$ cat src/hw/cbmc_regs.vh
/*
 * timing constants, mode codes and fault cause codes for the charger
 * boost mode control block.
 * assumes a 40 MHz system clock; included by bare name.
 */
`ifndef CBMC_REGS_VH
`define CBMC_REGS_VH

`define CBMC_CLK_HZ           40000000
// times in their own units
`define CBMC_PULSE_US         128
`define CBMC_OVLD_MS          30
`define CBMC_BOOST_WD_S       32
`define CBMC_CRUDE_S          32
// derived cycle counts (clock ratios truncated by integer division)
`define CBMC_PULSE_CYC  ((`CBMC_PULSE_US * (`CBMC_CLK_HZ / 1000000)))
`define CBMC_OVLD_CYC   ((`CBMC_OVLD_MS * (`CBMC_CLK_HZ / 1000)))
`define CBMC_WD_CYC     ((`CBMC_BOOST_WD_S * `CBMC_CLK_HZ))
`define CBMC_CRUDE_CYC  ((`CBMC_CRUDE_S * `CBMC_CLK_HZ))
`define CBMC_CNT_W            32

// operating modes
`define CBMC_MODE_W           2
`define CBMC_MODE_HIZ         2'h0
`define CBMC_MODE_CHGCFG      2'h1
`define CBMC_MODE_CHARGE      2'h2
`define CBMC_MODE_BOOST       2'h3

// fault cause codes
`define CBMC_FLT_W            3
`define CBMC_FLT_NONE         3'h0
`define CBMC_FLT_TIMER        3'h1
`define CBMC_FLT_VBUS_OV      3'h2
`define CBMC_FLT_OVLD         3'h3
`define CBMC_FLT_BAT          3'h4

`endif

$ cat src/hw/cbmc_pulse.v
/*
 * fixed-width low pulse generator for the open-drain status pin.
 * assumes one clock, synchronous active-low reset.
 */
`timescale 1ns/1ps
`default_nettype none
`include "cbmc_regs.vh"

module cbmc_pulse (
    input  wire clock,
    input  wire resetn,
    input  wire fire,
    output reg  busy
);
    reg [`CBMC_CNT_W-1:0] count_r;

    always @(posedge clock) begin
        if (!resetn) begin
            count_r <= {`CBMC_CNT_W{1'b0}};
            busy    <= 1'b0;
        end else if (fire && !busy) begin
            count_r <= `CBMC_PULSE_CYC - 32'h0000_0001;
            busy    <= 1'b1;
        end else if (busy) begin
            if (count_r == {`CBMC_CNT_W{1'b0}})
                busy <= 1'b0;
            else
                count_r <= count_r - 32'h0000_0001;
        end
    end
endmodule
`default_nettype wire

$ cat src/hw/cbmc_timer.v
/*
 * restartable up-counter with an expiry pulse.
 * assumes one clock, synchronous active-low reset.
 */
`timescale 1ns/1ps
`default_nettype none
`include "cbmc_regs.vh"

module cbmc_timer (
    input  wire                   clock,
    input  wire                   resetn,
    input  wire                   run,
    input  wire                   restart,
    input  wire [`CBMC_CNT_W-1:0] limit,
    output reg                    expired
);
    reg [`CBMC_CNT_W-1:0] count_r;

    always @(posedge clock) begin
        if (!resetn || restart || !run) begin
            count_r <= {`CBMC_CNT_W{1'b0}};
            expired <= 1'b0;
        end else if (count_r >= limit - 32'h0000_0001) begin
            // single pulse, then restart from zero
            count_r <= {`CBMC_CNT_W{1'b0}};
            expired <= 1'b1;
        end else begin
            count_r <= count_r + 32'h0000_0001;
            expired <= 1'b0;
        end
    end
endmodule
`default_nettype wire

$ cat src/hw/cbmc_top.v
/*
 * supervisory mode and fault logic of a one-cell charger with boost.
 * chooses charge, charge-configure, boost or high impedance; runs the
 * boost watchdog, overload qualification, crude timer and status pulse.
 * assumes the host bits arrive as plain ports synchronous to clock;
 * analog comparators are already synchronised levels.
 */
//
// Behaviour
// - charge only while charge-disable is 0
// - parameter reset restores defaults then self-clears
// - select 0, hiz 0: charge, configure on fault, hiz below lockout
// - select 1, hiz 0: boost without boost fault, configure on boost fault
// - hiz request with boost pin inactive gives high impedance
// - outside 32-minute mode boost pin or select bit starts boost
// - light load: stop switching under 75 mA, resume near 99.5% rail
// - boost start launches 32-second watchdog
// - watchdog restart bit restarts timer and self-clears
// - watchdog expiry stops boost, pulses status, sets fault bits
// - watchdog fault holds until reset or host clear
// - bus overvoltage stops boost, clears select, flags, pulses
// - after overvoltage restart needs select set or boost pin active
// - overload declared only after more than 30 ms continuous
// - overload fault stops boost until host clears fault
// - battery out of range stops boost, clears select, flags, pulses
// - status released while boosting, one 128 us low pulse on fault
// - crude 32-second timer runs in hiz while battery is low
// - crude expiry enters 32-minute mode and stops crude timer
// - 32-minute mode: hiz whenever bus below lockout
// - charge mode: status low while charging and enable bit set
//
`timescale 1ns/1ps
`default_nettype none
`include "cbmc_regs.vh"

module cbmc_top (
    input  wire                   clock,
    input  wire                   resetn,
    // host control bits
    input  wire                   charge_disable_bit,
    input  wire                   param_reset_wr,
    input  wire                   boost_select_wr,
    input  wire                   boost_select_val,
    input  wire                   hiz_request_bit,
    input  wire                   watchdog_restart_wr,
    input  wire                   fault_clear_wr,
    input  wire                   stat_enable_bit,
    // pins and analog comparators
    input  wire                   boost_request_pin,
    input  wire                   vbus_above_uvlo,
    input  wire                   charge_fault,
    input  wire                   vbus_overvoltage,
    input  wire                   vbus_overload,
    input  wire                   bat_above_over_threshold,
    input  wire                   bat_below_min,
    input  wire                   bat_below_low_threshold,
    input  wire                   charging_active,
    input  wire                   inductor_below_75ma,
    input  wire                   mid_rail_node_low,
    // outputs
    output reg  [`CBMC_MODE_W-1:0] mode,
    output reg                    charge_enable,
    output reg                    boost_enable,
    output reg                    boost_switching,
    output reg                    hiz_enable,
    output reg                    current_limit_fet,
    output reg                    param_defaults,
    output reg                    param_reset_bit,
    output reg                    boost_select_bit,
    output reg                    watchdog_restart_bit,
    output reg  [`CBMC_FLT_W-1:0] fault_status,
    output reg                    minute32_mode,
    output reg                    stat_out,
    output reg                    stat_oe
);
    ////////////////////////////////////////////////////////////////////
    reg  [`CBMC_MODE_W-1:0] mode_nxt;
    reg                     boost_fault_r;
    reg                     pfm_idle_r;
    reg                     ovld_seen_r;
    wire                    wd_expired;
    wire                    ovld_expired;
    wire                    crude_expired;
    wire                    pulse_busy;
    reg                     fire_r;
    wire                    bat_bad;
    wire                    boosting;
    wire [`CBMC_FLT_W-1:0]  fault_now;

    // one decode of the mode code, shared by enables, timers and pin
    function mode_is;
        input [`CBMC_MODE_W-1:0] m;
        input [`CBMC_MODE_W-1:0] code;
        begin
            mode_is = (m == code);
        end
    endfunction

    // one boost fault per cycle; priority settles simultaneous causes
    function [`CBMC_FLT_W-1:0] fault_pick;
        input wd_hit;
        input ov_hit;
        input ovld_hit;
        input bat_hit;
        begin
            if (wd_hit)
                fault_pick = `CBMC_FLT_TIMER;
            else if (ov_hit)
                fault_pick = `CBMC_FLT_VBUS_OV;
            else if (ovld_hit)
                fault_pick = `CBMC_FLT_OVLD;
            else if (bat_hit)
                fault_pick = `CBMC_FLT_BAT;
            else
                fault_pick = `CBMC_FLT_NONE;
        end
    endfunction

    assign bat_bad  = bat_above_over_threshold | bat_below_min;
    assign boosting = mode_is(mode, `CBMC_MODE_BOOST);
    assign fault_now = fault_pick(wd_expired, vbus_overvoltage,
                                  ovld_expired, bat_bad);

    ////////////////////////////////////////////////////////////////////
    // mode selection
    always @* begin
        mode_nxt = `CBMC_MODE_HIZ;
        if (minute32_mode && !vbus_above_uvlo)
            mode_nxt = `CBMC_MODE_HIZ;
        else if (hiz_request_bit && !boost_request_pin)
            mode_nxt = `CBMC_MODE_HIZ;
        else if ((boost_select_bit || boost_request_pin) && !minute32_mode)
            mode_nxt = boost_fault_r ? `CBMC_MODE_CHGCFG
                                     : `CBMC_MODE_BOOST;
        else if (!vbus_above_uvlo)
            mode_nxt = `CBMC_MODE_HIZ;
        // a boost fault keeps the charger configuring until it heals or the host clears it
        else if (charge_fault || charge_disable_bit || boost_fault_r)
            mode_nxt = `CBMC_MODE_CHGCFG;
        else
            mode_nxt = `CBMC_MODE_CHARGE;
    end

    always @(posedge clock) begin
        if (!resetn) begin
            mode              <= `CBMC_MODE_HIZ;
            charge_enable     <= 1'b0;
            boost_enable      <= 1'b0;
            hiz_enable        <= 1'b1;
            current_limit_fet <= 1'b0;
        end else begin
            mode              <= mode_nxt;
            charge_enable     <= mode_is(mode_nxt, `CBMC_MODE_CHARGE);
            boost_enable      <= mode_is(mode_nxt, `CBMC_MODE_BOOST);
            hiz_enable        <= mode_is(mode_nxt, `CBMC_MODE_HIZ);
            // input fet limits current while overload is unqualified
            current_limit_fet <= boosting && vbus_overload;
        end
    end

    ////////////////////////////////////////////////////////////////////
    // light-load pulse skipping
    always @(posedge clock) begin
        if (!resetn) begin
            pfm_idle_r      <= 1'b0;
            boost_switching <= 1'b0;
        end else begin
            // while idle the coil carries no current, so only the
            // mid-rail comparator may wake the converter again
            if (!boosting)
                pfm_idle_r <= 1'b0;
            else if (pfm_idle_r) begin
                if (mid_rail_node_low)
                    pfm_idle_r <= 1'b0;
            end else if (inductor_below_75ma)
                pfm_idle_r <= 1'b1;
            boost_switching <= boosting && !pfm_idle_r;
        end
    end

    ////////////////////////////////////////////////////////////////////
    // timers: boost watchdog, overload qualification, crude timer
    cbmc_timer u_wd (
        .clock   (clock),
        .resetn  (resetn),
        .run     (boosting),
        .restart (watchdog_restart_bit),
        .limit   (`CBMC_WD_CYC),
        .expired (wd_expired)
    );

    cbmc_timer u_ovld (
        .clock   (clock),
        .resetn  (resetn),
        .run     (boosting && vbus_overload),
        .restart (1'b0),
        .limit   (`CBMC_OVLD_CYC),
        .expired (ovld_expired)
    );

    cbmc_timer u_crude (
        .clock   (clock),
        .resetn  (resetn),
        .run     (mode_is(mode, `CBMC_MODE_HIZ) && bat_below_low_threshold
                  && !minute32_mode),
        .restart (1'b0),
        .limit   (`CBMC_CRUDE_CYC),
        .expired (crude_expired)
    );

    ////////////////////////////////////////////////////////////////////
    // host bits and faults
    always @(posedge clock) begin
        if (!resetn) begin
            param_reset_bit      <= 1'b0;
            param_defaults       <= 1'b0;
            boost_select_bit     <= 1'b0;
            watchdog_restart_bit <= 1'b0;
            fault_status         <= `CBMC_FLT_NONE;
            boost_fault_r        <= 1'b0;
            ovld_seen_r          <= 1'b0;
            minute32_mode        <= 1'b0;
            fire_r               <= 1'b0;
        end else begin
            fire_r <= 1'b0;
            // defaults pulse one cycle, then the bit self-clears
            param_defaults  <= param_reset_wr;
            param_reset_bit <= param_reset_wr;
            watchdog_restart_bit <= watchdog_restart_wr;
            if (crude_expired)
                minute32_mode <= 1'b1;
            if (boost_select_wr)
                boost_select_bit <= boost_select_val;
            // voltage faults heal once levels return; overload and
            // watchdog faults need host clear
            if (fault_clear_wr) begin
                fault_status  <= `CBMC_FLT_NONE;
                ovld_seen_r   <= 1'b0;
                boost_fault_r <= 1'b0;
            end else if (!ovld_seen_r &&
                         fault_status != `CBMC_FLT_TIMER &&
                         !vbus_overvoltage && !bat_bad)
                boost_fault_r <= 1'b0;
            // a latched fault masks later causes until healed or cleared
            if (boosting && !boost_fault_r) begin
                if (fault_now == `CBMC_FLT_TIMER) begin
                    fault_status  <= `CBMC_FLT_TIMER;
                    boost_fault_r <= 1'b1;
                    fire_r        <= 1'b1;
                end else if (fault_now == `CBMC_FLT_VBUS_OV) begin
                    fault_status     <= `CBMC_FLT_VBUS_OV;
                    boost_select_bit <= 1'b0;
                    boost_fault_r    <= 1'b1;
                    fire_r           <= 1'b1;
                end else if (fault_now == `CBMC_FLT_OVLD) begin
                    fault_status     <= `CBMC_FLT_OVLD;
                    boost_select_bit <= 1'b0;
                    boost_fault_r    <= 1'b1;
                    ovld_seen_r      <= 1'b1;
                    fire_r           <= 1'b1;
                end else if (fault_now == `CBMC_FLT_BAT) begin
                    fault_status     <= `CBMC_FLT_BAT;
                    boost_select_bit <= 1'b0;
                    boost_fault_r    <= 1'b1;
                    fire_r           <= 1'b1;
                end
            end
        end
    end

    ////////////////////////////////////////////////////////////////////
    // status pin, open drain: drives low or releases
    cbmc_pulse u_pulse (
        .clock  (clock),
        .resetn (resetn),
        .fire   (fire_r),
        .busy   (pulse_busy)
    );

    always @(posedge clock) begin
        if (!resetn) begin
            stat_out <= 1'b0;
            stat_oe  <= 1'b0;
        end else begin
            stat_out <= 1'b0;
            // a fault pulse overrides the charge indication
            stat_oe  <= pulse_busy ||
                        (mode_is(mode, `CBMC_MODE_CHARGE) && charging_active
                         && stat_enable_bit);
        end
    end
endmodule
`default_nettype wire
$ cat config.mk
export PLATFORM = sky130hd
export DESIGN_NAME = cbmc_top
export DESIGN_NICKNAME = d
export VERILOG_FILES = /design/src/hw/cbmc_pulse.v /design/src/hw/cbmc_timer.v /design/src/hw/cbmc_top.v
export VERILOG_INCLUDE_DIRS = /design/src /design/src/hw
export SDC_FILE = /design/constraint.sdc
export NUM_CORES = 1
export LEC_CHECK = 0
export BUFFER_PORTS_ARGS = -buffer_cell sky130_fd_sc_hd__buf_2
export CORE_ASPECT_RATIO = 1.75
export CORE_UTILIZATION = 40
export CTS_BUF_LIST = sky130_fd_sc_hd__clkbuf_2 sky130_fd_sc_hd__clkbuf_4 sky130_fd_sc_hd__clkbuf_8
export DETAILED_ROUTE_END_ITERATION = 10
export HOLD_SLACK_MARGIN = 0.12
export MAX_ROUTING_LAYER = met4
export SLEW_MARGIN = 20
export SYNTH_ARGS = -nofsm -noshare
export SYNTH_HDL_FRONTEND = slang
export SYNTH_HIERARCHICAL = 1
export SYNTH_SLANG_ARGS = --single-unit
$ cat constraint.sdc
create_clock -name clock -period 2.4 [get_ports clock]
set_input_delay 0.24 -clock clock [delete_from_list [all_inputs] [get_ports clock]]
set_output_delay 0.24 -clock clock [all_outputs]
set_load 0.05 [all_outputs]
======== Word-level counts from Yosys, hierarchy flattened ========
Cells that the tools add are included.
storage, ports and cells
  bits of input ports ..................... 21
  output and inout port bits .............. 17
  logic and storage cells ................. 142
  register bits after elaboration ......... 151
operators by class
  bitwise logic cells ..................... 3
  equality and inequality tests ........... 10
  reductions and logical operators ........ 47
  mux-type cells .......................... 50
  order comparisons ....................... 3
  add/sub/neg operators ................... 4
operators by type and width
  cell                                                                      count
  32-bit by 1-bit adder with 32-bit output (second input constant)          3
  32-bit by 31-bit >= comparator with 1-bit output (second input constant)  2
  13-bit 2-to-1 mux                                                         3
  32-bit by 21-bit >= comparator with 1-bit output (second input constant)  1
  32-bit zero test                                                          1
  32-bit by 1-bit subtractor with 32-bit output (second input constant)     1
  1-bit 2-to-1 mux                                                          31
  3-bit 2-to-1 mux                                                          10
  1-bit logical AND                                                         14
  1-bit zero test                                                           13
  2-bit 2-to-1 mux                                                          6
  2-bit == test (second input constant)                                     4
  1-bit logical OR                                                          8
  2-bit AND reduction                                                       4
  2-bit OR reduction                                                        4
  3-bit by 2-bit == test with 1-bit output (second input constant)          2
  2-bit zero test                                                           2
  3-bit by 1-bit == test with 1-bit output (second input constant)          1
  3-bit == test (second input constant)                                     1
  3-bit by 1-bit != test with 1-bit output (second input constant)          1
  2-bit by 1-bit != test with 1-bit output (second input constant)          1
  1-bit inverter                                                            2
  2-bit nonzero test                                                        1
  1-bit OR                                                                  1

======== Longest topological paths before layout ========
  depth after elaboration ................. 11
  mapped depth ............................ 15
  gate-level depth less buffers ........... 13

======== Cells and area by module ========
Netlist, hierarchy kept.
by module, submodules not included
  module                times used  seq. area each (um2)  cells an instance  area an instance (um2)
  cbmc_timer (u_ovld)   1           660.6                 324                2787.7
  cbmc_timer (u_wd)     1           660.6                 325                2755.1
  cbmc_timer (u_crude)  1           660.6                 322                2730.1
  cbmc_pulse            1           660.6                 190                1649.1
  cbmc_top              1           380.4                 86                 792.0

======== Least setup slack after synthesis ========
No wires, ideal clock.
  path kind ............................... reg2reg
  start point ............................. register u_pulse.count_r[10]
  end point ............................... register u_pulse.count_r[25]
  path buffers ............................ 2
  data arrival time ....................... 2.320 ns
  setup time .............................. 0.071 ns
  clock period less this slack ............ 2.391 ns
  slack ................................... 0.009 ns
  data required time ...................... 2.329 ns
  stages on the path, launching flop included .. 8
  cell sequence ........................... dfxtp_1 or4_1 buf_2 or4_4 nand2b_4 buf_6 or4_1 a21oi_1
between the ends
  word-level cells in the longest chain between the ends .. 3
  elaborated cells between the ends (all ways) .. 4
  classes of those cells .................. add/sub: 1; bitwise: 1; reduce/logical: 2
ends and longest elaborated chain
  what                                                                                   RTL line         source
  from (decl)                                                                            cbmc_pulse.v:15  reg [`CBMC_CNT_W-1:0] count_r;
  from (signal assigned)                                                                 cbmc_pulse.v:19  count_r <= {`CBMC_CNT_W{1'b0}};
  from (signal assigned)                                                                 cbmc_pulse.v:22  count_r <= `CBMC_PULSE_CYC - 32'h0000_0001;
  from (signal assigned)                                                                 cbmc_pulse.v:28  count_r <= count_r - 32'h0000_0001;
  branches (longest 3 deep; another with 32-bit by 1-bit subtractor with 32-bit output)  -
Parallel ways; which one is timed is not known.
A chain may end at the register's enable or synchronous reset.

======== Final worst setup path ========
  start point ............................. register u_pulse.count_r[14]
  end point ............................... register u_pulse.count_r[25]
Same word-level chain as after synthesis.

==> flow_summary.json <==
{
  "wire_length_of_the_first_global_routing_pass_um": 43000,
  "design.final.nets": 1766,
  "cts_tree": "built",
  "yosysWarnings": 6,
  "power.density_nw_per_um2": 404,
  "critPathMostFrequentCell": "or4_1",
  "grt_max_degree": 34,
  "placement.cell_area_um2": 12600,
  "routed-via-count": 9782,
  "max_slew_margin_pct": 50.6,
  "timing.max_cap.violations": 0,
  "maximum_operating_frequency_mhz": 433,
  "critical_path.n_buffers_inverters": 0,
  "min-delay-start": "vbus_overvoltage",
  "die_height_um": 219,
  "p_int_mw": 3.99,
  "min_period_ns": 2.31,
  "wirelength_um": 25500,
  "area_growth_syn_to_layout_pct": 25.2,
  "peakVddDrop_v": 0.000355,
  "dominantRegCellSynth": "dfxtp_1",
  "dp.cells": 1921,
  "critical_path.max_stage_delay_ns": 0.58,
  "final_antenna_net_count": 0,
  "synth_enable_flop_cells": 0,
  "initial_utilization_pct": 41.0,
  "final.setup_skew_ns": 0.0141,
  "finalSetupViolations": 0,
  "cts_made_buffers": 17,
  "ffs_latches_synth": 151,
  "clk_pin_slew_ns": 0.08,
  "first_iter_violations": 306,
  "grt_setup_unrepaired": "no",
  "first_global_vias": 9398,
  "die-area_um2": 27500,
  "timing.critical_path.required_ns": 2.79,
  "detail_route.vias_per_cell": 4.95,
  "finalHoldViolCount": 0,
  "antenna_found_initial": 1,
  "finalNonFillerCells": 1975,
  "ctsHtreeMaxLevel": 4,
  "synth_top_area_cell": "dfxtp_1",
  "hpwlAfterDp_um": 19900,
  "floorplan.die.width_um": 126,
  "postCtsSetupRepairBufs": 0,
  "worst_setup_path_end_kind": "flip-flop",
  "switching_share_pct": 26.2,
  "worst-slew-pin-transition_ns": 0.740,
  "drc": 0,
  "p_seq_share_pct": 47.1,
  "synth_top_cells_by_area": "dfxtp_1, ha_1, xnor2_1",
  "numClockSinks": 151,
  "synth_top_cell_area_share_pct": 28.2,
  "cellLeakagePower_nw": 5.68,
  "share_of_flip_flops_with_an_asynchronous_set_or_reset_pct": 0,
  "finalCritPeriodShare_pct": 96.3,
  "critical_path_arrival_ns": 2.70,
  "critical_path.cell_chain": "or4_1 > or4_4 > nand2b_4 > or4_1 > a21oi_1",
  "yosysMostFrequentCell": "dfxtp_1",
  "fin_util_pct": 51.3,
  "antenna_cells": 0,
  "cts_buffer_depth": 2,
  "synth.distinct_cells": 79,
  "place_congestion": 0.834,
  "worst_path_max_delay_cell": "or4_1",
  "syn_avg_cell_area_um2": 8.59,
  "total_iterations_of_the_first_detailed_routing_run": 4,
  "fin_area_um2": 13400,
  "io_buffers": 36,
  "syn_area_um2": 10700,
  "synth.yosys.seq_area_share_pct": 28.2,
  "yosys-top-cells-count": "dfxtp_1, nor3_1, ha_1, xnor2_1, xor2_1",
  "path_class": "flip-flop to flip-flop",
  "regToRegStartpoint": "u_pulse/count_r[14]",
  "track_usage_pct": 20.0,
  "globalRoute.totalOverflow": 0,
  "routed_wire_length_per_instance_um": 12.9,
  "post_synth_inst_count": 1247,
  "cts_root_buf": "clkbuf_8",
  "core_region_area_um2": 26200,
  "timing.critical_path.from_type": "flip-flop",
  "setup.worst_path.start": "u_pulse/count_r[14]",
  "post_route_cells_drive_above_1_share_pct": 11.7,
  "power_switching_mw": 1.42,
  "num_ports": 38,
  "num_rows": 78,
  "power.share.clock_pct": 40.7,
  "crit_fanout": 10,
  "min_path_type": "input port to flip-flop",
  "share_comb_of_total_power_pct": 12.1,
  "clk-insertion-delay-late_ns": 0.48,
  "status": "finished, final reports clean",
  "worst_path_dominant_cell_family": "simple AND/OR/NAND/NOR gates",
  "filler_cell_count": 2545,
  "slew_violations": 0
}
==> cells by family after synthesis <==
logic type | synth area share (%)
flip-flops | 28.2
XOR/XNOR | 14.6
AO/OA/AOI/OAI | 10.0
other | 0.0701
multiplexers | 0.0934
adder cells (fa/ha/maj) | 12.0
AND/OR/NAND/NOR | 31.6
buffers and inverters | 3.37
==> metrics by stage <==
| stage | setup TNS [ns] | power, mW | hold slack [ns] | worst slack [ns] |
|---|---|---|---|---|
| floorplan | 0 | 3.09 | 0.344 | 0.00919 |
| global placement | -0.0321 | 3.20 | 0.408 | -0.0321 |
| detailed placement | -0.0445 | 3.21 | 0.414 | -0.0445 |
| CTS | 0 | 5.45 | 0.122 | 0.00388 |
| global route | 0 | 5.69 | 0.145 | 0.00331 |
| finish | 0 | 5.41 | 0.165 | 0.0894 |
==> path summary, 6_finish.rpt <==
| kind | endpoint | cells past startpoint | slack, ns |
|---|---|---|---|
| max | u_pulse/count_r[25] | 5 | 0.09 |
| min | ovld_seen_r | 4 | 0.17 |
| max reg2reg | u_pulse/count_r[25] | 5 | 0.09 |
| min reg2reg | boost_switching | 1 | 0.43 |
==> flip-flops by register name, summed over array words and instances (netlist names), 2 cells and up <==
register,count
u_crude/count_r,32
u_ovld/count_r,32
u_pulse/count_r,32
u_wd/count_r,32
fault_status,3
mode,2
==> power by group through the flow <==
| stage | clock network [mW] | logic, mW | registers, mW |
|---|---|---|---|
| 3_3_place_gp | 0 | 0.588 | 2.61 |
| 6_report | 2.21 | 0.655 | 2.55 |
| 5_1_grt | 2.38 | 0.747 | 2.56 |
| 2_1_floorplan | 0 | 0.447 | 2.64 |
| 3_5_place_dp | 0 | 0.595 | 2.61 |
| 4_1_cts | 2.28 | 0.623 | 2.55 |
==> metal layers <==
layer | global-route usage, % | routed length [µm] | vias up
li1 | - | - | 5122
met1 | 18.9 | 9900 | 4497
met2 | 38.9 | 14000 | 109
met3 | 3.38 | 555 | 54
met4 | 9.39 | 977 | 0
met5 | - | 0 | -
==> worst register-to-register path, cell delays in order, from the launching register on <==
cell      delay [ns]
dfxtp_1         0.34
or4_1           0.58
or4_4           0.55
nand2b_4        0.21
or4_1           0.42
a21oi_1         0.15
==> layout by cell type (no fill, tap or decap), types with 6 or more instances in the layout <==
cell type / count
conb_1: 297
dfxtp_1: 150
nor3_1: 120
ha_1: 103
xnor2_1: 95
xor2_1: 84
nor2_1: 72
nand2_1: 70
a21oi_1: 63
nand3_1: 53
buf_4: 51
nand4_1: 50
buf_2: 36
or4_1: 33
inv_1: 30
o21ai_0: 30
or3_1: 24
and3_1: 22
clkbuf_8: 20
dlygate4sd3_1: 20
nor3_2: 18
nor4_1: 15
o31ai_1: 14
and4_1: 13
a31oi_1: 9
nand3b_1: 8
and2_1: 7
o21a_1: 7
nand2b_1: 7
a211oi_1: 7
nor4b_1: 6
or4_4: 6
buf_6: 6
nor4_2: 6
a21o_1: 6
==> timing repair <==
| action | CTS | global route |
|---|---|---|
| hold buffers | 20 | 0 |
| gates cloned | 0 | 2 |
| pin swaps | 0 | 3 |
| endpoints found under the hold margin | 13 | 0 |
| setup endpoints to repair | 1 | 69 |
| gates resized for setup | 2 | 27 |
==> layout make-up <==
cell class / count / area (µm²) / share of cell area [%]
clock buffer: 20 / 275 / 2.05
multi-input combinational: 1326 / 8530 / 63.6
tap: 320 / 400 / 2.99
timing repair buffer: 116 / 896 / 6.68
clock inverter: 12 / 174 / 1.30
sequential: 151 / 3020 / 22.5
inverter: 30 / 113 / 0.840
(Power assumes the default switching activity.)
